===== config.mk =====
export PLATFORM = sky130hd
export DESIGN_NAME = lsadc_core
export DESIGN_NICKNAME = d
export VERILOG_FILES = /design/src/include/lsadc_pkg.sv /design/src/include/lsadc_reg_if.sv /design/src/hdl/lsadc_core.sv /design/src/hdl/lsadc_i2c.sv
export VERILOG_INCLUDE_DIRS = /design/src /design/src/include
export SDC_FILE = /design/constraint.sdc
export NUM_CORES = 1
export LEC_CHECK = 0
export ABC_AREA = 1
export BUFFER_PORTS_ARGS = -buffer_cell sky130_fd_sc_hd__buf_2
export CORE_MARGIN = 10
export CORE_UTILIZATION = 45
export CTS_BUF_LIST = sky130_fd_sc_hd__clkbuf_2 sky130_fd_sc_hd__clkbuf_4 sky130_fd_sc_hd__clkbuf_8
export DETAILED_ROUTE_END_ITERATION = 16
export GPL_ROUTABILITY_DRIVEN = 1
export HOLD_SLACK_MARGIN = 0.05
export SLEW_MARGIN = 15
export SYNTH_ARGS = -nofsm -noshare
export SYNTH_HDL_FRONTEND = slang
export SYNTH_SLANG_ARGS = --single-unit
export TNS_END_PERCENT = 100

===== constraint.sdc =====
create_clock -name clk -period 14.6 [get_ports clk]
set_input_delay 2.92 -clock clk [delete_from_list [all_inputs] [get_ports clk]]
set_output_delay 2.92 -clock clk [all_outputs]
set_load 0.02 [all_outputs]

===== src/include/lsadc_map.svh =====
`ifndef LSADC_MAP_SVH
`define LSADC_MAP_SVH
// Operation
// - command bit 7 low holds converter in reset
// - command bit 6 high selects power-down
// - internal timing ends after programmed oscillator cycles
// - host timing spans between consecutive restart strobes
// - bits 3:2 pick diode one, two, difference, none
// - bits 1:0 pick 65536, 4096, 256, 16 cycles
// - control bit 5 shows interrupt triggered
// - writing zero clears flag until next trigger
// - control bits 3:2 pick range constant
// - flag after m consecutive out-of-window readings
// - upper threshold resets ff, low byte zero
// - lower threshold resets zero, low byte zero
// - reading bytes at 04 and 05, refreshed
// - timer counts oscillator cycles, latched at 06/07
// - timer meaningful only in host timing
// - address bit 7 write restarts integration
// - address bit 6 write clears interrupt
// - answer only to target address 1000100

`define LSADC_ADDR_CMD 3'h0
`define LSADC_ADDR_CTL 3'h1
`define LSADC_ADDR_THR_HI 3'h2
`define LSADC_ADDR_THR_LO 3'h3
`define LSADC_ADDR_RD_LO 3'h4
`define LSADC_ADDR_RD_HI 3'h5
`define LSADC_ADDR_TM_LO 3'h6
`define LSADC_ADDR_TM_HI 3'h7

`define LSADC_CMD_EN 7
`define LSADC_CMD_PD 6
`define LSADC_CMD_EXT 5
`define LSADC_CMD_RSVD 4
`define LSADC_CMD_MODE 2
`define LSADC_CMD_WIDTH 0
`define LSADC_CTL_FLAG 5
`define LSADC_CTL_GAIN 2
`define LSADC_CTL_PERS 0
`define LSADC_PTR_RESTART 7
`define LSADC_PTR_CLRINT 6

`define LSADC_CMD_RST 8'h00
`define LSADC_CTL_RST 4'h0
`define LSADC_THR_HI_RST 8'hff
`define LSADC_THR_LO_RST 8'h00

`define LSADC_SLAVE_ADDR 7'h44

`define LSADC_MODE_D1 2'h0
`define LSADC_MODE_D2 2'h1
`define LSADC_MODE_DIFF 2'h2
`define LSADC_MODE_NOP 2'h3

// last oscillator cycle index per width code
`define LSADC_LAST_W0 16'hffff
`define LSADC_LAST_W1 16'h0fff
`define LSADC_LAST_W2 16'h00ff
`define LSADC_LAST_W3 16'h000f

`define LSADC_PERS_0 5'h01
`define LSADC_PERS_1 5'h04
`define LSADC_PERS_2 5'h08
`define LSADC_PERS_3 5'h10

`define LSADC_RANGE_1 16'h03cd
`define LSADC_RANGE_2 16'h0f34
`define LSADC_RANGE_3 16'h3cd0
`define LSADC_RANGE_4 16'hf340
`endif


===== src/include/lsadc_pkg.sv =====
package lsadc_pkg;
  typedef enum logic [2:0] {
    BS_IDLE, BS_ADDR, BS_AACK, BS_WBYTE, BS_WACK, BS_RBYTE, BS_RACK
  } lsadc_bus_st_t;
  typedef enum logic [1:0] {IS_RESET, IS_WAIT, IS_RUN} lsadc_int_st_t;
endpackage


===== src/include/lsadc_reg_if.sv =====
`timescale 1ns/1ps
`default_nettype none
interface lsadc_reg_if;
  logic [2:0] addr;
  logic       wr;
  logic [7:0] wdata;
  logic [7:0] rdata;
  logic       restart;
  logic       clr_int;
  modport bus  (output addr, wr, wdata, restart, clr_int, input rdata);
  modport regs (input addr, wr, wdata, restart, clr_int, output rdata);
endinterface
`default_nettype wire

===== src/hdl/lsadc_core.sv =====
`timescale 1ns/1ps
`default_nettype none
`include "lsadc_map.svh"
module lsadc_core #(
  parameter int DATA_W = 16
) (
  // clock and reset
  input  wire logic        clk,
  input  wire logic        resetn,
  // serial bus pins
  input  wire logic        scl,
  input  wire logic        sda_in,
  output logic             sda_out,
  output logic             sda_oe,
  // analog front end
  input  wire logic        osc_clk,
  input  wire logic        charge_pulse,
  output logic             converter_reset,
  output logic             converter_power_down,
  output logic             first_diode_select,
  output logic             second_diode_select,
  output logic             osc_half_speed,
  output logic [15:0]      full_scale_span,
  // interrupt
  output logic             int_n
);
  if (DATA_W != 16) begin : g_bad_width
    $error("lsadc_core serves DATA_W of 16 only");
  end

  function automatic logic hit(input logic wr, input logic [2:0] a, input logic [2:0] t);
    hit = wr && (a == t);
  endfunction

  function automatic logic [15:0] last_count(input logic [1:0] w);
    case (w)
      2'h0: last_count = `LSADC_LAST_W0;
      2'h1: last_count = `LSADC_LAST_W1;
      2'h2: last_count = `LSADC_LAST_W2;
      default: last_count = `LSADC_LAST_W3;
    endcase
  endfunction

  function automatic logic [4:0] persist_of(input logic [1:0] p);
    case (p)
      2'h0: persist_of = `LSADC_PERS_0;
      2'h1: persist_of = `LSADC_PERS_1;
      2'h2: persist_of = `LSADC_PERS_2;
      default: persist_of = `LSADC_PERS_3;
    endcase
  endfunction

  function automatic logic [15:0] range_of(input logic [1:0] g);
    case (g)
      2'h0: range_of = `LSADC_RANGE_1;
      2'h1: range_of = `LSADC_RANGE_2;
      2'h2: range_of = `LSADC_RANGE_3;
      default: range_of = `LSADC_RANGE_4;
    endcase
  endfunction

  // reset release
  logic rst_meta_reg, rst_n_reg;
  always_ff @(posedge clk or negedge resetn) begin
    if (!resetn) begin
      rst_meta_reg <= 1'b0;
      rst_n_reg <= 1'b0;
    end else begin
      rst_meta_reg <= 1'b1;
      rst_n_reg <= rst_meta_reg;
    end
  end

  // pin synchronisers: scl, sda, oscillator, charge pulse
  logic [3:0] pin_raw, pin_filt;
  assign pin_raw = {charge_pulse, osc_clk, sda_in, scl};
  for (genvar gi = 0; gi < 4; gi++) begin : g_sync
    localparam logic IDLE_LVL = 1'(gi < 2); // bus lines idle high: no false edge after reset
    logic s1_reg, s2_reg, s3_reg, filt_reg, filt_next;
    // a change is taken only once two late stages agree
    always_comb filt_next = (s2_reg == s3_reg) ? s2_reg : filt_reg;
    always_ff @(posedge clk or negedge rst_n_reg) begin
      if (!rst_n_reg) begin
        s1_reg <= IDLE_LVL;
        s2_reg <= IDLE_LVL;
        s3_reg <= IDLE_LVL;
        filt_reg <= IDLE_LVL;
      end else begin
        s1_reg <= pin_raw[gi];
        s2_reg <= s1_reg;
        s3_reg <= s2_reg;
        filt_reg <= filt_next;
      end
    end
    assign pin_filt[gi] = filt_reg;
  end

  lsadc_reg_if rb ();
  lsadc_i2c u_bus (
    .clk    (clk),
    .rst_n  (rst_n_reg),
    .scl    (pin_filt[0]),
    .sda    (pin_filt[1]),
    .sda_oe (sda_oe),
    .rb     (rb.bus)
  );

  // register and integration state
  lsadc_pkg::lsadc_int_st_t ist_reg, ist_next;
  logic [7:0]  cmd_reg, cmd_next, thr_hi_reg, thr_hi_next, thr_lo_reg, thr_lo_next;
  logic [3:0]  ctl_reg, ctl_next;
  logic [15:0] cnt_reg, cnt_next, tmr_reg, tmr_next, tmr_inc;
  logic [15:0] acc_reg, acc_next, acc_inc, acc1_reg, acc1_next;
  logic [15:0] reading_reg, reading_next, timer_lat_reg, timer_lat_next, result;
  logic [15:0] upper_thr, lower_thr, span_next;
  logic [4:0]  pers_reg, pers_next, m_need;
  logic        phase_reg, phase_next, flag_reg, flag_next, int_n_next;
  logic        osc_prev_reg, chg_prev_reg, osc_rise, chg_rise;
  logic        run_ok, ext, phase_end, end_final, outside, clear_req;
  logic        rst_out_next, pd_next, d1_next, d2_next, half_next;
  logic [1:0]  mode;

  assign mode = cmd_reg[`LSADC_CMD_MODE +: 2];
  assign ext = cmd_reg[`LSADC_CMD_EXT];
  assign osc_rise = pin_filt[2] & ~osc_prev_reg;
  assign chg_rise = pin_filt[3] & ~chg_prev_reg;
  assign upper_thr = {thr_hi_reg, 8'h00};
  assign lower_thr = {thr_lo_reg, 8'h00};
  assign m_need = persist_of(ctl_reg[`LSADC_CTL_PERS +: 2]);

  // register writes
  always_comb begin
    cmd_next = cmd_reg;
    ctl_next = ctl_reg;
    thr_hi_next = thr_hi_reg;
    thr_lo_next = thr_lo_reg;
    if (hit(rb.wr, rb.addr, `LSADC_ADDR_CMD)) begin
      cmd_next = rb.wdata;
      cmd_next[`LSADC_CMD_RSVD] = 1'b0;
    end
    if (hit(rb.wr, rb.addr, `LSADC_ADDR_CTL)) begin
      ctl_next = rb.wdata[3:0];
    end
    if (hit(rb.wr, rb.addr, `LSADC_ADDR_THR_HI)) begin
      thr_hi_next = rb.wdata;
    end
    if (hit(rb.wr, rb.addr, `LSADC_ADDR_THR_LO)) begin
      thr_lo_next = rb.wdata;
    end
  end

  // integration engine
  always_comb begin
    run_ok = cmd_reg[`LSADC_CMD_EN] & ~cmd_reg[`LSADC_CMD_PD] & (mode != `LSADC_MODE_NOP);
    ist_next = ist_reg;
    cnt_next = cnt_reg;
    tmr_next = tmr_reg;
    acc_next = acc_reg;
    acc1_next = acc1_reg;
    phase_next = phase_reg;
    reading_next = reading_reg;
    timer_lat_next = timer_lat_reg;
    end_final = 1'b0;
    tmr_inc = tmr_reg + {15'h0000, osc_rise};
    // the charge count saturates instead of wrapping; the timer wraps
    acc_inc = (chg_rise && acc_reg != 16'hffff) ? acc_reg + 16'h0001 : acc_reg;
    result = (mode == `LSADC_MODE_DIFF) ? acc1_reg - acc_inc : acc_inc;
    // internal timing ignores restart strobes
    phase_end = ext ? rb.restart : (osc_rise && cnt_reg == last_count(cmd_reg[1:0]));
    case (ist_reg)
      lsadc_pkg::IS_RESET: begin
        cnt_next = 16'h0000;
        tmr_next = 16'h0000;
        acc_next = 16'h0000;
        phase_next = 1'b0;
        if (run_ok) begin
          ist_next = ext ? lsadc_pkg::IS_WAIT : lsadc_pkg::IS_RUN;
        end
      end
      lsadc_pkg::IS_WAIT: begin
        if (rb.restart) begin
          ist_next = lsadc_pkg::IS_RUN;
        end
      end
      lsadc_pkg::IS_RUN: begin
        cnt_next = cnt_reg + {15'h0000, osc_rise};
        tmr_next = tmr_inc;
        acc_next = acc_inc;
        if (phase_end) begin
          cnt_next = 16'h0000;
          acc_next = 16'h0000;
          if (mode == `LSADC_MODE_DIFF && !phase_reg) begin
            phase_next = 1'b1;
            acc1_next = acc_inc;
          end else begin
            end_final = 1'b1;
            phase_next = 1'b0;
            tmr_next = 16'h0000;
            reading_next = result;
            timer_lat_next = tmr_inc;
          end
        end
      end
      default: ist_next = lsadc_pkg::IS_RESET;
    endcase
    if (!run_ok) begin
      ist_next = lsadc_pkg::IS_RESET;
    end
  end

  // threshold persistence and interrupt
  always_comb begin
    pers_next = pers_reg;
    flag_next = flag_reg;
    outside = (result > upper_thr) || (result < lower_thr);
    clear_req = rb.clr_int ||
                (hit(rb.wr, rb.addr, `LSADC_ADDR_CTL) && !rb.wdata[`LSADC_CTL_FLAG]);
    if (clear_req) begin
      flag_next = 1'b0;
    end
    // a trigger in the clearing cycle wins
    if (end_final && outside) begin
      if (5'(pers_reg + 5'h01) >= m_need) begin
        flag_next = 1'b1;
        pers_next = m_need;
      end else begin
        pers_next = 5'(pers_reg + 5'h01);
      end
    end else if (end_final) begin
      pers_next = 5'h00;
    end
    int_n_next = ~flag_next;
  end

  // pin outputs
  always_comb begin
    rst_out_next = ist_next != lsadc_pkg::IS_RUN;
    pd_next = cmd_reg[`LSADC_CMD_PD];
    d1_next = !rst_out_next && (mode == `LSADC_MODE_D1 ||
              (mode == `LSADC_MODE_DIFF && !phase_next));
    d2_next = !rst_out_next && (mode == `LSADC_MODE_D2 ||
              (mode == `LSADC_MODE_DIFF && phase_next));
    half_next = !ctl_next[`LSADC_CTL_GAIN + 1];
    span_next = range_of(ctl_next[`LSADC_CTL_GAIN +: 2]);
  end

  // register read
  always_comb begin
    case (rb.addr)
      `LSADC_ADDR_CMD: rb.rdata = cmd_reg;
      `LSADC_ADDR_CTL: rb.rdata = {2'h0, flag_reg, 1'b0, ctl_reg};
      `LSADC_ADDR_THR_HI: rb.rdata = thr_hi_reg;
      `LSADC_ADDR_THR_LO: rb.rdata = thr_lo_reg;
      `LSADC_ADDR_RD_LO: rb.rdata = reading_reg[7:0];
      `LSADC_ADDR_RD_HI: rb.rdata = reading_reg[15:8];
      `LSADC_ADDR_TM_LO: rb.rdata = timer_lat_reg[7:0];
      `LSADC_ADDR_TM_HI: rb.rdata = timer_lat_reg[15:8];
      default: rb.rdata = 8'h00;
    endcase
  end

  always_ff @(posedge clk or negedge rst_n_reg) begin
    if (!rst_n_reg) begin
      ist_reg <= lsadc_pkg::IS_RESET;
      cmd_reg <= `LSADC_CMD_RST;
      ctl_reg <= `LSADC_CTL_RST;
      thr_hi_reg <= `LSADC_THR_HI_RST;
      thr_lo_reg <= `LSADC_THR_LO_RST;
      cnt_reg <= 16'h0000;
      tmr_reg <= 16'h0000;
      acc_reg <= 16'h0000;
      acc1_reg <= 16'h0000;
      reading_reg <= 16'h0000;
      timer_lat_reg <= 16'h0000;
      pers_reg <= 5'h00;
      phase_reg <= 1'b0;
      flag_reg <= 1'b0;
      osc_prev_reg <= 1'b0;
      chg_prev_reg <= 1'b0;
      int_n <= 1'b1;
      converter_reset <= 1'b1;
      converter_power_down <= 1'b0;
      first_diode_select <= 1'b0;
      second_diode_select <= 1'b0;
      osc_half_speed <= 1'b1;
      full_scale_span <= `LSADC_RANGE_1;
      sda_out <= 1'b0;
    end else begin
      ist_reg <= ist_next;
      cmd_reg <= cmd_next;
      ctl_reg <= ctl_next;
      thr_hi_reg <= thr_hi_next;
      thr_lo_reg <= thr_lo_next;
      cnt_reg <= cnt_next;
      tmr_reg <= tmr_next;
      acc_reg <= acc_next;
      acc1_reg <= acc1_next;
      reading_reg <= reading_next;
      timer_lat_reg <= timer_lat_next;
      pers_reg <= pers_next;
      phase_reg <= phase_next;
      flag_reg <= flag_next;
      osc_prev_reg <= pin_filt[2];
      chg_prev_reg <= pin_filt[3];
      int_n <= int_n_next;
      converter_reset <= rst_out_next;
      converter_power_down <= pd_next;
      first_diode_select <= d1_next;
      second_diode_select <= d2_next;
      osc_half_speed <= half_next;
      full_scale_span <= span_next;
      sda_out <= 1'b0;
    end
  end
endmodule
`default_nettype wire


===== src/hdl/lsadc_i2c.sv =====
`timescale 1ns/1ps
`default_nettype none
`include "lsadc_map.svh"
module lsadc_i2c (
  // clock and reset
  input  wire logic    clk,
  input  wire logic    rst_n,
  // filtered bus lines
  input  wire logic    scl,
  input  wire logic    sda,
  output logic         sda_oe,
  // register side
  lsadc_reg_if.bus     rb
);
  lsadc_pkg::lsadc_bus_st_t st_reg, st_next;
  logic [7:0] sh_reg, sh_next, wd_reg, wd_next;
  logic [3:0] bit_reg, bit_next;
  logic [2:0] ptr_reg, ptr_next;
  logic       rw_reg, rw_next, first_reg, first_next, oe_reg, oe_next;
  logic       wr_reg, wr_next, rs_reg, rs_next, ci_reg, ci_next;
  logic       scl_d_reg, sda_d_reg;
  logic       rise, fall, start, stop;

  assign rise  = scl & ~scl_d_reg;
  assign fall  = ~scl & scl_d_reg;
  assign start = scl & scl_d_reg & sda_d_reg & ~sda;
  assign stop  = scl & scl_d_reg & ~sda_d_reg & sda;

  always_comb begin
    st_next = st_reg;
    sh_next = sh_reg;
    wd_next = wd_reg;
    bit_next = bit_reg;
    ptr_next = ptr_reg;
    rw_next = rw_reg;
    first_next = first_reg;
    oe_next = oe_reg;
    wr_next = 1'b0;
    rs_next = 1'b0;
    ci_next = 1'b0;
    if (start) begin
      st_next = lsadc_pkg::BS_ADDR;
      bit_next = 4'h0;
      oe_next = 1'b0;
    end else if (stop) begin
      st_next = lsadc_pkg::BS_IDLE;
      oe_next = 1'b0;
    end else begin
      case (st_reg)
        lsadc_pkg::BS_IDLE: begin
        end
        lsadc_pkg::BS_ADDR, lsadc_pkg::BS_WBYTE: begin
          if (rise && bit_reg != 4'h8) begin
            sh_next = {sh_reg[6:0], sda};
            bit_next = bit_reg + 4'h1;
          end else if (fall && bit_reg == 4'h8) begin
            bit_next = 4'h0;
            if (st_reg == lsadc_pkg::BS_ADDR) begin
              if (sh_reg[7:1] == `LSADC_SLAVE_ADDR) begin
                oe_next = 1'b1;
                rw_next = sh_reg[0];
                first_next = 1'b1;
                st_next = lsadc_pkg::BS_AACK;
              end else begin
                st_next = lsadc_pkg::BS_IDLE;
              end
            end else begin
              oe_next = 1'b1;
              st_next = lsadc_pkg::BS_WACK;
              if (first_reg) begin
                ptr_next = sh_reg[2:0];
                rs_next = sh_reg[`LSADC_PTR_RESTART];
                ci_next = sh_reg[`LSADC_PTR_CLRINT];
                first_next = 1'b0;
              end else begin
                wr_next = 1'b1;
                wd_next = sh_reg;
              end
            end
          end
        end
        lsadc_pkg::BS_AACK: begin
          if (fall && rw_reg) begin
            sh_next = rb.rdata;
            oe_next = ~rb.rdata[7];
            bit_next = 4'h1;
            st_next = lsadc_pkg::BS_RBYTE;
          end else if (fall) begin
            oe_next = 1'b0;
            st_next = lsadc_pkg::BS_WBYTE;
          end
        end
        lsadc_pkg::BS_WACK: begin
          if (fall) begin
            oe_next = 1'b0;
            st_next = lsadc_pkg::BS_WBYTE;
          end
        end
        lsadc_pkg::BS_RBYTE: begin
          if (fall && bit_reg == 4'h8) begin
            oe_next = 1'b0;
            bit_next = 4'h0;
            st_next = lsadc_pkg::BS_RACK;
          end else if (fall) begin
            sh_next = {sh_reg[6:0], 1'b0};
            oe_next = ~sh_reg[6];
            bit_next = bit_reg + 4'h1;
          end
        end
        lsadc_pkg::BS_RACK: begin
          if (rise && sda) begin
            st_next = lsadc_pkg::BS_IDLE;
          end else if (rise) begin
            ptr_next = ptr_reg + 3'h1;
          end else if (fall) begin
            sh_next = rb.rdata;
            oe_next = ~rb.rdata[7];
            bit_next = 4'h1;
            st_next = lsadc_pkg::BS_RBYTE;
          end
        end
        default: st_next = lsadc_pkg::BS_IDLE;
      endcase
    end
  end

  always_ff @(posedge clk or negedge rst_n) begin
    if (!rst_n) begin
      st_reg <= lsadc_pkg::BS_IDLE;
      sh_reg <= 8'h00;
      wd_reg <= 8'h00;
      bit_reg <= 4'h0;
      ptr_reg <= 3'h0;
      rw_reg <= 1'b0;
      first_reg <= 1'b0;
      oe_reg <= 1'b0;
      wr_reg <= 1'b0;
      rs_reg <= 1'b0;
      ci_reg <= 1'b0;
      scl_d_reg <= 1'b1;
      sda_d_reg <= 1'b1;
    end else begin
      st_reg <= st_next;
      sh_reg <= sh_next;
      wd_reg <= wd_next;
      bit_reg <= bit_next;
      ptr_reg <= ptr_next;
      rw_reg <= rw_next;
      first_reg <= first_next;
      oe_reg <= oe_next;
      wr_reg <= wr_next;
      rs_reg <= rs_next;
      ci_reg <= ci_next;
      scl_d_reg <= scl;
      sda_d_reg <= sda;
    end
  end

  assign sda_oe = oe_reg;
  assign rb.addr = ptr_reg;
  assign rb.wr = wr_reg;
  assign rb.wdata = wd_reg;
  assign rb.restart = rs_reg;
  assign rb.clr_int = ci_reg;
endmodule
`default_nettype wire


==> impl_metrics.csv, run 1 <==
group,metric,value,unit
run_status,status,"finished clean",
layout,fill_cells,2314,
global_routing,grtUsageMet3,2.90,%
drt,wire_per_inst,15.8,um
sta,finalCritPeriodShare,38.4,%
worst_setup_path,reg2reg_to,"pers_reg[4]$_DFFE_PN0P_",
layout,num_antenna_cells,0,
die,rows,56,
power,pwr-share-seq,55.2,%
global_routing,grt_pass1_wl,44200,um
worst_setup_path,crit_arrival,5.98,ns
sta,final.min_clock_period,5.61,ns
sta,finalSetupViolCount,0,
layout,layout_commonest_cell,"nand2_1",
global_routing,grt_remaining_overflow,0,
logic_synthesis,ys.flop_type,"dfrtp_1",
layout,area_growth_syn_to_layout,8.00,%
clocking,cts_tree,"yes",
global_routing,busiest_layer,"met2",
placed_design,portBuffers,27,
layout,fin_nets,1406,
sta,skew,0.0234,ns
power,p_int,761,uW
drt,vias,8803,
power,ir_drop,71.5,uV
logic_synthesis,ys.warnings.count,0,
global_routing,met1_usage,25.0,%
sta,holdWs,0.363,ns
worst_setup_path,crit_top_cell,"nand2_1",
clocking,postCtsSetupBuffers,0,
drt,vias_per_cell,5.23,
drt,ant_nets,0,
drt,first_pass_iters,6,
sta,finalSetupTns,0,ns
global_routing,grt_pass1_vias,8509,
worst_setup_path,worstPathMaxFanout,8,
logic_synthesis,async_reset_ff_share,100,%
layout,drive_above_1_share,9.98,%
logic_synthesis,synth_area_leader_cell,"dfrtp_1",
clocking,cts_sinks,200,
worst_setup_path,cp.required,14.97,ns
power,swShare,27.9,%
logic_synthesis,synth-seq-cells,200,
sta,fmax,178,MHz
logic_synthesis,synth_edf_count,0,
worst_setup_path,r2r_start,"acc_reg[1]$_DFFE_PN0N_",
logic_synthesis,synth-seq-area-share,46.2,%
worst_setup_path,ff2ff_setup_slack,8.99,ns
logic_synthesis,synthTopCellsByArea,"dfrtp_1 (40%), nand2_1 (9.8%), inv_1 (6.9%), o21ai_0 (6.7%), dfstp_2 (6.0%)",
clocking,clk_latency,0.49,ns
worst_setup_path,cp_slowest_stage_delay,0.45,ns
die,pin_count,30,
power,clkPwrFrac,36.9,%
power,powerDensity,89.8,mW/mm^2
die,dieArea,0.0308,sq mm
drt,routed_wl,26500,um
drt,route.detailed.drc,0,
sta,tightest_slew,1.04,ns
placed_design,post-dp-hpwl,19600,um
clocking,path_clk_slew,0.10,ns
placed_design,finalWeightedCongestion,0.884,
clocking,cts-root-buf,"clkbuf_8",
flow_run,cap_violations,0,
worst_setup_path,slowest_stage,"dfrtp_1",
power,power,1.06,mW
power,p_leak,5.40,nW
worst_setup_path,end_kind,"flop",
logic_synthesis,ys_types,62,
worst_setup_path,reg2reg_depth,30,
layout,final_cell_mix,"nand2_1 (283), inv_1 (199), dfrtp_1 (174), o21ai_0 (146), nor2_1 (80)",
clocking,cts-buffers-inserted,17,
worst_setup_path,endpoint,"pers_reg[4]$_DFFE_PN0P_",
worst_setup_path,worstSetupStartpointType,"flop",
die,core-area,0.0236,sq mm
die,start_util,46.1,%
global_routing,grtUsageTotal,17.6,%
sta,rsz0062_at_grt,"no",
sta,drv_slew,0,
logic_synthesis,netlist.area_leader.share,40.2,%
clocking,hold_buffers,0,
global_routing,grt_max_degree,80,
clocking,cts-resized-gates,0,
placed_design,placed_cell_area,0.0113,sq mm
hold_path,hold_class,"reg2reg",
clocking,clockBufferDepth,2,
hold_path,whs_path_depth,0,
power,combPwrFrac,7.9,%
worst_setup_path,setup.worst_path.class,"reg2reg",
logic_synthesis,netlist_area,0.0109,sq mm
logic_synthesis,synthCells,1331,
global_routing,grt_use_met2,27.1,%
die,die_x,176,um
worst_setup_path,startpoint,"acc_reg[1]$_DFFE_PN0N_",
clocking,htree_num_levels,4,
logic_synthesis,avgSynthCellArea,8.18,sq um
sta,maxSlewHeadroom,30.7,%
die,die-height,176,um
power,switching_power,294,uW
sta,hold_viol_final,0,
global_routing,antenna_found_initial,0,
drt,drt_iter0_markers,669,
layout,finish.instance_area,0.0118,sq mm
==> worst max-delay path: cells and delay by family (launching register included) <==
family	cells	cell delay (ns)
XOR/XNOR	2	0.48
AND/OR/NAND/NOR	22	3.13
flip-flops	1	0.45
buffers and inverters	2	0.19
adder cells (fa/ha/maj)	3	0.86
AO/OA/AOI/OAI	1	0.39
==> synthesized netlist by cell type (11+ instances only) <==
library cell,count
nor2_1,80
a21oi_1,30
nand2_1,283
nand3_1,68
dfrtp_1,175
xor2_1,34
o21ai_0,146
nand2_2,11
dfstp_2,25
ha_1,50
clkbuf_1,23
nor3_1,18
inv_1,199
o22ai_1,33
nand4_1,16
o21ai_1,15
==> kinds of logic after synthesis <==
group	count (synthesis)	synth area share, %
and+or+nand+nor	514	20.7
AOI/OAI and AO/OA	280	15.0
buffers and inverters	240	8.62
DFF	200	46.2
adders and majority gates	54	6.11
xor gates and xnor gates	39	3.14
other	2	0.0690
muxes	2	0.184
==> area by class of cell <==
| type | count | area, sq um | area share, % |
|---|---|---|---|
| clock inverters | 14 | 200 | 1.70 |
| multi-input cells | 892 | 4920 | 41.8 |
| repair buffers | 35 | 195 | 1.66 |
| flip-flops and latches | 200 | 5040 | 42.9 |
| inverters | 204 | 766 | 6.51 |
| clock buffers | 18 | 241 | 2.05 |
| well taps | 319 | 399 | 3.39 |
==> metal layers <==
metal  vias up  routed length (um)
met5         -                   0
met4         0                 418
met3        24                1100
met2       172               11800
met1      4190               13200
li1       4417                   -
==> power groups by stage <==
| stage | logic (mW) | registers, mW | clock network, mW |
|---|---|---|---|
| 2_1_floorplan | 0.0561 | 0.597 | 0 |
| 3_3_place_gp | 0.0825 | 0.593 | 0 |
| 3_5_place_dp | 0.0832 | 0.594 | 0 |
| 4_1_cts | 0.0840 | 0.583 | 0.402 |
| 5_1_grt | 0.0965 | 0.586 | 0.423 |
| 6_report | 0.0838 | 0.583 | 0.389 |
==> worst min path at each step <==
| stage | start | to | slack [ns] |
|---|---|---|---|
| after floorplan | g_sync[2].s1_reg$_DFF_PN0_ | g_sync[2].s2_reg$_DFF_PN0_ | 0.33 |
| final | g_sync[3].s1_reg$_DFF_PN0_ | g_sync[3].s2_reg$_DFF_PN0_ | 0.36 |
| after global routing | g_sync[1].s1_reg$_DFF_PN1_ | g_sync[1].s2_reg$_DFF_PN1_ | 0.37 |
| after global placement | g_sync[3].s1_reg$_DFF_PN0_ | g_sync[3].s2_reg$_DFF_PN0_ | 0.33 |
| after detailed placement | g_sync[2].s1_reg$_DFF_PN0_ | g_sync[2].s2_reg$_DFF_PN0_ | 0.34 |
| after CTS | g_sync[3].s1_reg$_DFF_PN0_ | g_sync[3].s2_reg$_DFF_PN0_ | 0.37 |
==> stage by stage <==
step                      utilization (%)  worst slack (ns)  std cells
after floorplan                         -              8.66       1332
after global placement               47.9              9.33       1650
after detailed placement             47.9              9.07       1650
after CTS                            49.8              9.05       1682
after global routing                 49.8              8.41       1682
final                                49.8              8.99       1682
Note: power is estimated with default switching activity, not from simulation.
==> run 2: changes to the inputs <==
==> constraint.sdc (replaced) <==
create_clock -name clk -period 5.85 [get_ports clk]
set_input_delay 1.17 -clock clk [delete_from_list [all_inputs] [get_ports clk]]
set_output_delay 1.17 -clock clk [all_outputs]
set_load 0.02 [all_outputs]
==> run 2 against run 1 <==
  * Sequential share of layout area down 0.062 points
  * Clock skew up 0.0018 ns
  * Die area unchanged
  * Sequential power rose to 2.5 times the previous value
  * Critical path depth up 1
  * Combinational power up 150%
  * Maximum frequency up 4.6%
  * Total power up 150%
  * Flip-flop and latch count unchanged
  * Clock-buffer cell count unchanged
  * Non-clock buffer count unchanged
  * Routed wire length down 0.74%
  * Largest cell class unchanged
==> impl_metrics.csv, run 2 (same netlist as run 1, synthesis figures left out) <==
group,metric,value,unit
layout,layout_commonest_cell,"nand2_1",
drt,maxUsedRoutingLayer,"met4",
clocking,clk_latency,0.49,ns
layout,final_core_util,49.9,%
sta,finalCritPeriodShare,91.8,%
worst_setup_path,end_kind,"flop",
drt,dr_wl_met3,1180,um
hold_path,hp-start,"g_sync[3].s1_reg$_DFF_PN0_",
sta,rsz0062_at_grt,"no",
sta,holdWs,0.362,ns
worst_setup_path,setup.worst_path.class,"reg2reg",
drt,route.met2.wl,11800,um
placed_design,post-dp-hpwl,19400,um
global_routing,antenna_found_initial,0,
sta,skew,0.0252,ns
power,powerDensity,221,mW/mm^2
drt,drt_iter0_markers,651,
clocking,cts_tree,"yes",
global_routing,grt_remaining_overflow,0,
clocking,postCtsSetupBuffers,0,
run_status,status,"finished clean",
placed_design,portBuffers,27,
sta,fmax,186,MHz
die,rows,56,
worst_setup_path,cp.required,6.22,ns
worst_setup_path,crit_arrival,5.74,ns
layout,finish.instance_area,0.0118,sq mm
drt,vias,8792,
sta,hold_viol_final,0,
power,p_leak,5.40,nW
die,pin_count,30,
clocking,path_clk_slew,0.12,ns
power,ir_drop,151,uV
sta,finalSetupViolCount,0,
die,dieArea,0.0308,sq mm
sta,finalSetupTns,0,ns
die,start_util,46.1,%
layout,area_growth_syn_to_layout,8.18,%
layout,num_antenna_cells,0,
sta,final.min_clock_period,5.37,ns
placed_design,finalWeightedCongestion,0.914,
drt,first_pass_iters,5,
sta,drv_slew,0,
clocking,cts-buffers-inserted,17,
clocking,cts_sinks,200,
die,die_x,176,um
layout,drive_above_1_share,10.3,%
global_routing,grtUsageTotal,17.4,%
worst_setup_path,worstSetupStartpointType,"flop",
worst_setup_path,worstPathMaxFanout,8,
worst_setup_path,cp_slowest_stage_delay,0.45,ns
flow_run,cap_violations,0,
sta,maxSlewHeadroom,41.7,%
worst_setup_path,r2r_start,"acc_reg[1]$_DFFE_PN0N_",
placed_design,placed_cell_area,0.0113,sq mm
drt,routed_wl,26300,um
clocking,clockBufferDepth,2,
clocking,cts-root-buf,"clkbuf_8",
global_routing,grt_pass1_wl,43800,um
drt,wire_per_inst,15.6,um
worst_setup_path,ff2ff_setup_slack,0.48,ns
drt,vias_per_cell,5.23,
worst_setup_path,slowest_stage,"dfrtp_2",
worst_setup_path,startpoint,"acc_reg[1]$_DFFE_PN0N_",
die,core-area,0.0236,sq mm
hold_path,hold_class,"reg2reg",
drt,route.detailed.drc,0,
layout,fill_cells,2311,
drt,ant_nets,0,
die,die-height,176,um
worst_setup_path,crit_top_cell,"nand2_1",
global_routing,grt_pass1_vias,8519,
layout,fin_nets,1406,
clocking,htree_num_levels,4,
sta,tightest_slew,0.870,ns
global_routing,grt_max_degree,136,
layout,final_cell_mix,"nand2_1 (283), inv_1 (198), dfrtp_1 (173), o21ai_0 (146), nor2_1 (80)",
drt,wl_met1,13000,um
## run 2: cell count changes in the layout (fill, tap and decap cells not counted), moves of 2 or more
cell	before	now
bufinv_16	2	0
inv_8	2	4
clkinv_8	3	5
inv_6	4	2
## run 2: final cells by class
type | count | area, sq um | share of cell area (%)
repair buffers | 35 | 208 | 1.76
well taps | 319 | 399 | 3.39
clock inverters | 14 | 185 | 1.57
multi-input cells | 892 | 4940 | 41.9
clock buffers | 18 | 241 | 2.05
inverters | 204 | 766 | 6.50
flip-flops and latches | 200 | 5040 | 42.8
## run 2: power breakdown
| group | internal [mW] | switching (mW) | total, mW |
|---|---|---|---|
| logic | 0.0660 | 0.140 | 0.206 |
| clock network | 0.342 | 0.595 | 0.937 |
| registers | 1.42 | 0.0353 | 1.46 |
## run 2: repair_timing
action / 4_1_cts / 5_1_grt
resized for setup: 0 / 5
endpoints found under the setup margin: 0 / 7
hold buffers: 0 / 0
## run 2: final timing paths
path                       cells after the start                         end
setup reg to reg                              31     pers_reg[3]$_DFFE_PN0P_
min in group asynchronous                      1         rst_n_reg$_DFF_PN0_
hold reg to reg                                0  g_sync[3].s2_reg$_DFF_PN0_
max in group asynchronous                      1    acc1_reg[10]$_DFFE_PN0P_
setup / recovery                              31     pers_reg[3]$_DFFE_PN0P_
hold / removal                                 0  g_sync[3].s2_reg$_DFF_PN0_
## run 2: metal layers
| layer | GRT usage (%) | up-vias |
|---|---|---|
| li1 | - | 4419 |
| met4 | 4.38 | 0 |
| met1 | 24.1 | 4154 |
| met2 | 27.6 | 198 |
| met3 | 3.07 | 21 |
| met5 | 0 | - |
## run 2: metrics by stage
stage | setup slack, ns | cells | total power, mW
finish | 0.482 | 1682 | 2.60
global route | 0.0425 | 1682 | 2.72
CTS | 0.360 | 1682 | 2.62
detailed placement | 0.404 | 1650 | 1.69
global placement | 0.574 | 1650 | 1.68
floorplan | 1.05 | 1332 | 1.63
## run 2: critical path, delay by kind of cell (launching register included)
family	cells	cell delay (ns)
xor+xnor	2	0.32
fa+ha+maj	3	0.84
simple gates	22	3.04
buf+inv	3	0.31
compound gates	1	0.28
flops	1	0.45
==> run 3: changes to the inputs <==
--- a/config.mk
+++ b/config.mk
@@ -7,8 +7,8 @@
 export NUM_CORES = 1
 export LEC_CHECK = 0
 export ABC_AREA = 1
+export ABC_CLOCK_PERIOD_IN_PS = 4900
 export BUFFER_PORTS_ARGS = -buffer_cell sky130_fd_sc_hd__buf_2
-export CORE_MARGIN = 10
 export CORE_UTILIZATION = 45
 export CTS_BUF_LIST = sky130_fd_sc_hd__clkbuf_2 sky130_fd_sc_hd__clkbuf_4 sky130_fd_sc_hd__clkbuf_8
 export DETAILED_ROUTE_END_ITERATION = 16
==> constraint.sdc (replaced) <==
create_clock -name clk -period 4.9 [get_ports clk]
set_input_delay 0.98 -clock clk [delete_from_list [all_inputs] [get_ports clk]]
set_output_delay 0.98 -clock clk [all_outputs]
set_load 0.02 [all_outputs]
==> run 3 against run 2 <==
  * Combinational power rose by 24%
  * Critical path depth fell by 1
  * Register-to-register slack got worse by 0.30 ns
  * Clock power grew 22%
  * Flip-flop and latch count is the same
  * Maximum frequency is 14% higher
  * Non-clock buffer count rose by 47
  * Worst setup slack worse by 0.30 ns
  * Die area decreased by 19%
  * Clock-buffer cell count grew 1
  * Critical endpoint is now pers_reg[2]$_DFFE_PN0P_
  * Largest cell class is now multi-input combinational cells
  * Largest power group unchanged
==> impl_metrics.csv, run 3 (same netlist as run 1, synthesis figures left out) <==
group,metric,value,unit
run_status,status,"finished clean",
worst_setup_path,slowest_stage,"dfrtp_1",
power,powerDensity,254,mW/mm^2
die,pin_count,30,
placed_design,portBuffers,27,
sta,maxSlewHeadroom,41.1,%
layout,layout_commonest_cell,"nand2_1",
sta,final.min_clock_period,4.71,ns
power,p_int,2.24,mW
sta,finalSetupTns,0,ns
clocking,cts_tree,"yes",
global_routing,grtUsageTotal,23.1,%
drt,vias,8991,
power,power,3.13,mW
sta,fmax,212,MHz
layout,area_growth_syn_to_layout,13.4,%
drt,vias_per_cell,5.20,
power,combPwrFrac,8.2,%
power,p_leak,5.70,nW
clocking,clk_latency,0.50,ns
power,clkPwrFrac,36.4,%
die,die_x,158,um
sta,rsz0062_at_grt,"yes",
sta,tightest_slew,0.879,ns
layout,fin_nets,1453,
drt,routed_wl,26900,um
clocking,path_clk_slew,0.12,ns
clocking,cts-buffers-inserted,17,
clocking,hold_buffers,0,
worst_setup_path,cp_top_family,"simple AND/OR/NAND/NOR gates",
die,die-height,158,um
worst_setup_path,crit_arrival,5.10,ns
flow_run,cap_violations,0,
global_routing,grt_pass1_vias,8671,
die,dieArea,0.0248,sq mm
global_routing,antenna_found_initial,0,
sta,finalCritPeriodShare,96.2,%
clocking,htree_num_levels,4,
hold_path,hold_class,"in2async",
power,ir_drop,162,uV
worst_setup_path,cp_slowest_stage_delay,0.42,ns
layout,final_cell_mix,"nand2_1 (278), inv_1 (194), dfrtp_1 (174), o21ai_0 (146), nor2_1 (74)",
worst_setup_path,crit_buf_inv,2,
sta,finalSetupViolCount,0,
drt,wire_per_inst,15.6,um
layout,num_antenna_cells,0,
drt,drt_iter0_markers,688,
worst_setup_path,worstSetupStartpointType,"flop",
worst_setup_path,setup.worst_path.class,"reg2reg",
placed_design,finalWeightedCongestion,0.887,
drt,route.detailed.drc,0,
power,switching_power,895,uW
drt,first_pass_iters,5,
power,pwr-share-seq,55.4,%
clocking,cts_sinks,200,
die,start_util,46.1,%
global_routing,grt_remaining_overflow,0,
sta,hold_viol_final,0,
worst_setup_path,cp.required,5.28,ns
placed_design,post-dp-hpwl,19700,um
layout,drive_above_1_share,15.5,%
die,core-area,0.0236,sq mm
power,swShare,28.5,%
clocking,clockBufferDepth,2,
global_routing,grt_max_degree,77,
layout,fin_cells,1729,
die,rows,56,
placed_design,dp.cells,1691,
global_routing,grt_pass1_wl,44500,um
drt,ant_nets,0,
sta,drv_slew,0,
worst_setup_path,worstPathMaxFanout,8,
worst_setup_path,end_kind,"flop",
sta,skew,0.0225,ns
clocking,cts-root-buf,"clkbuf_8",
## run 3: changes by cell type in the layout (fill, tap and decap cells not counted), sizes merged
cell | before | now
inv | 211 | 208
clkbuf | 18 | 19
clkinv | 7 | 8
buf | 35 | 82
bufinv | 0 | 1
## run 3: worst paths after layout
check                                        endpoint                  startpoint  slack, ns  cells past startpoint
setup / recovery              pers_reg[2]$_DFFE_PN0P_      acc_reg[0]$_DFFE_PN0N_       0.19                     30
min in group clk           g_sync[1].s2_reg$_DFF_PN1_  g_sync[1].s1_reg$_DFF_PN1_       0.36                      0
hold reg to reg            g_sync[1].s2_reg$_DFF_PN1_  g_sync[1].s1_reg$_DFF_PN1_       0.36                      0
hold / removal                 rst_meta_reg$_DFF_PN0_                      resetn       0.24                      1
max in group asynchronous      ctl_reg[0]$_DFFE_PN0P_         rst_n_reg$_DFF_PN0_       3.16                      1
setup reg to reg              pers_reg[2]$_DFFE_PN0P_      acc_reg[0]$_DFFE_PN0N_       0.19                     30
## run 3: power groups by stage
stage / sequential (mW) / clock [mW] / combinational (mW)
finish: 1.74 / 1.14 / 0.256
global route: 1.74 / 1.22 / 0.298
CTS: 1.74 / 1.17 / 0.253
detailed placement: 1.77 / 0 / 0.250
global placement: 1.77 / 0 / 0.247
floorplan: 1.78 / 0 / 0.167
## run 3: worst register-to-register path, delay by kind of cell (launching register included)
kind / cells / cell delay, ns
flops: 1 / 0.42
fa+ha+maj: 3 / 0.78
xor+xnor: 2 / 0.37
simple gates: 22 / 2.59
compound gates: 1 / 0.30
buf+inv: 2 / 0.13
## run 3: timing repair
| action | CTS | global route |
|---|---|---|
| pin swaps | 10 | 33 |
| gates resized for setup | 8 | 42 |
| setup endpoints to repair | 7 | 7 |
| buffers inserted | 2 | 4 |
## run 3: area by class of cell
cell class	instances	area, sq um
timing repair buffer	82	568
inverter	204	766
sequential	200	5040
clock buffer	19	255
clock inverter	13	180
tap	319	399
multi-input combinational	892	5140
fill	2214	11300
## run 3: routing by layer
layer	vias up	part of all wire [%]	routed length [um]	track usage [%]
met2	179	46	12300	36.2
met5	-	0	0	0
met3	20	3.6	960	3.41
met4	0	0.91	246	4.76
met1	4292	50	13400	33.7
li1	4500	-	-	-
## run 3: stage by stage
stage	utilization, %	hold slack (ns)	setup slack, ns	cell area (sq um)
after floorplan	-	0.331	0.0987	10900
after detailed placement	49.3	0.336	-0.141	11600
after global placement	49.3	0.333	-0.0362	11600
after global routing	52.3	0.208	-0.176	12400
after CTS	51.3	0.213	0.00514	12100
final	52.3	0.239	0.186	12400
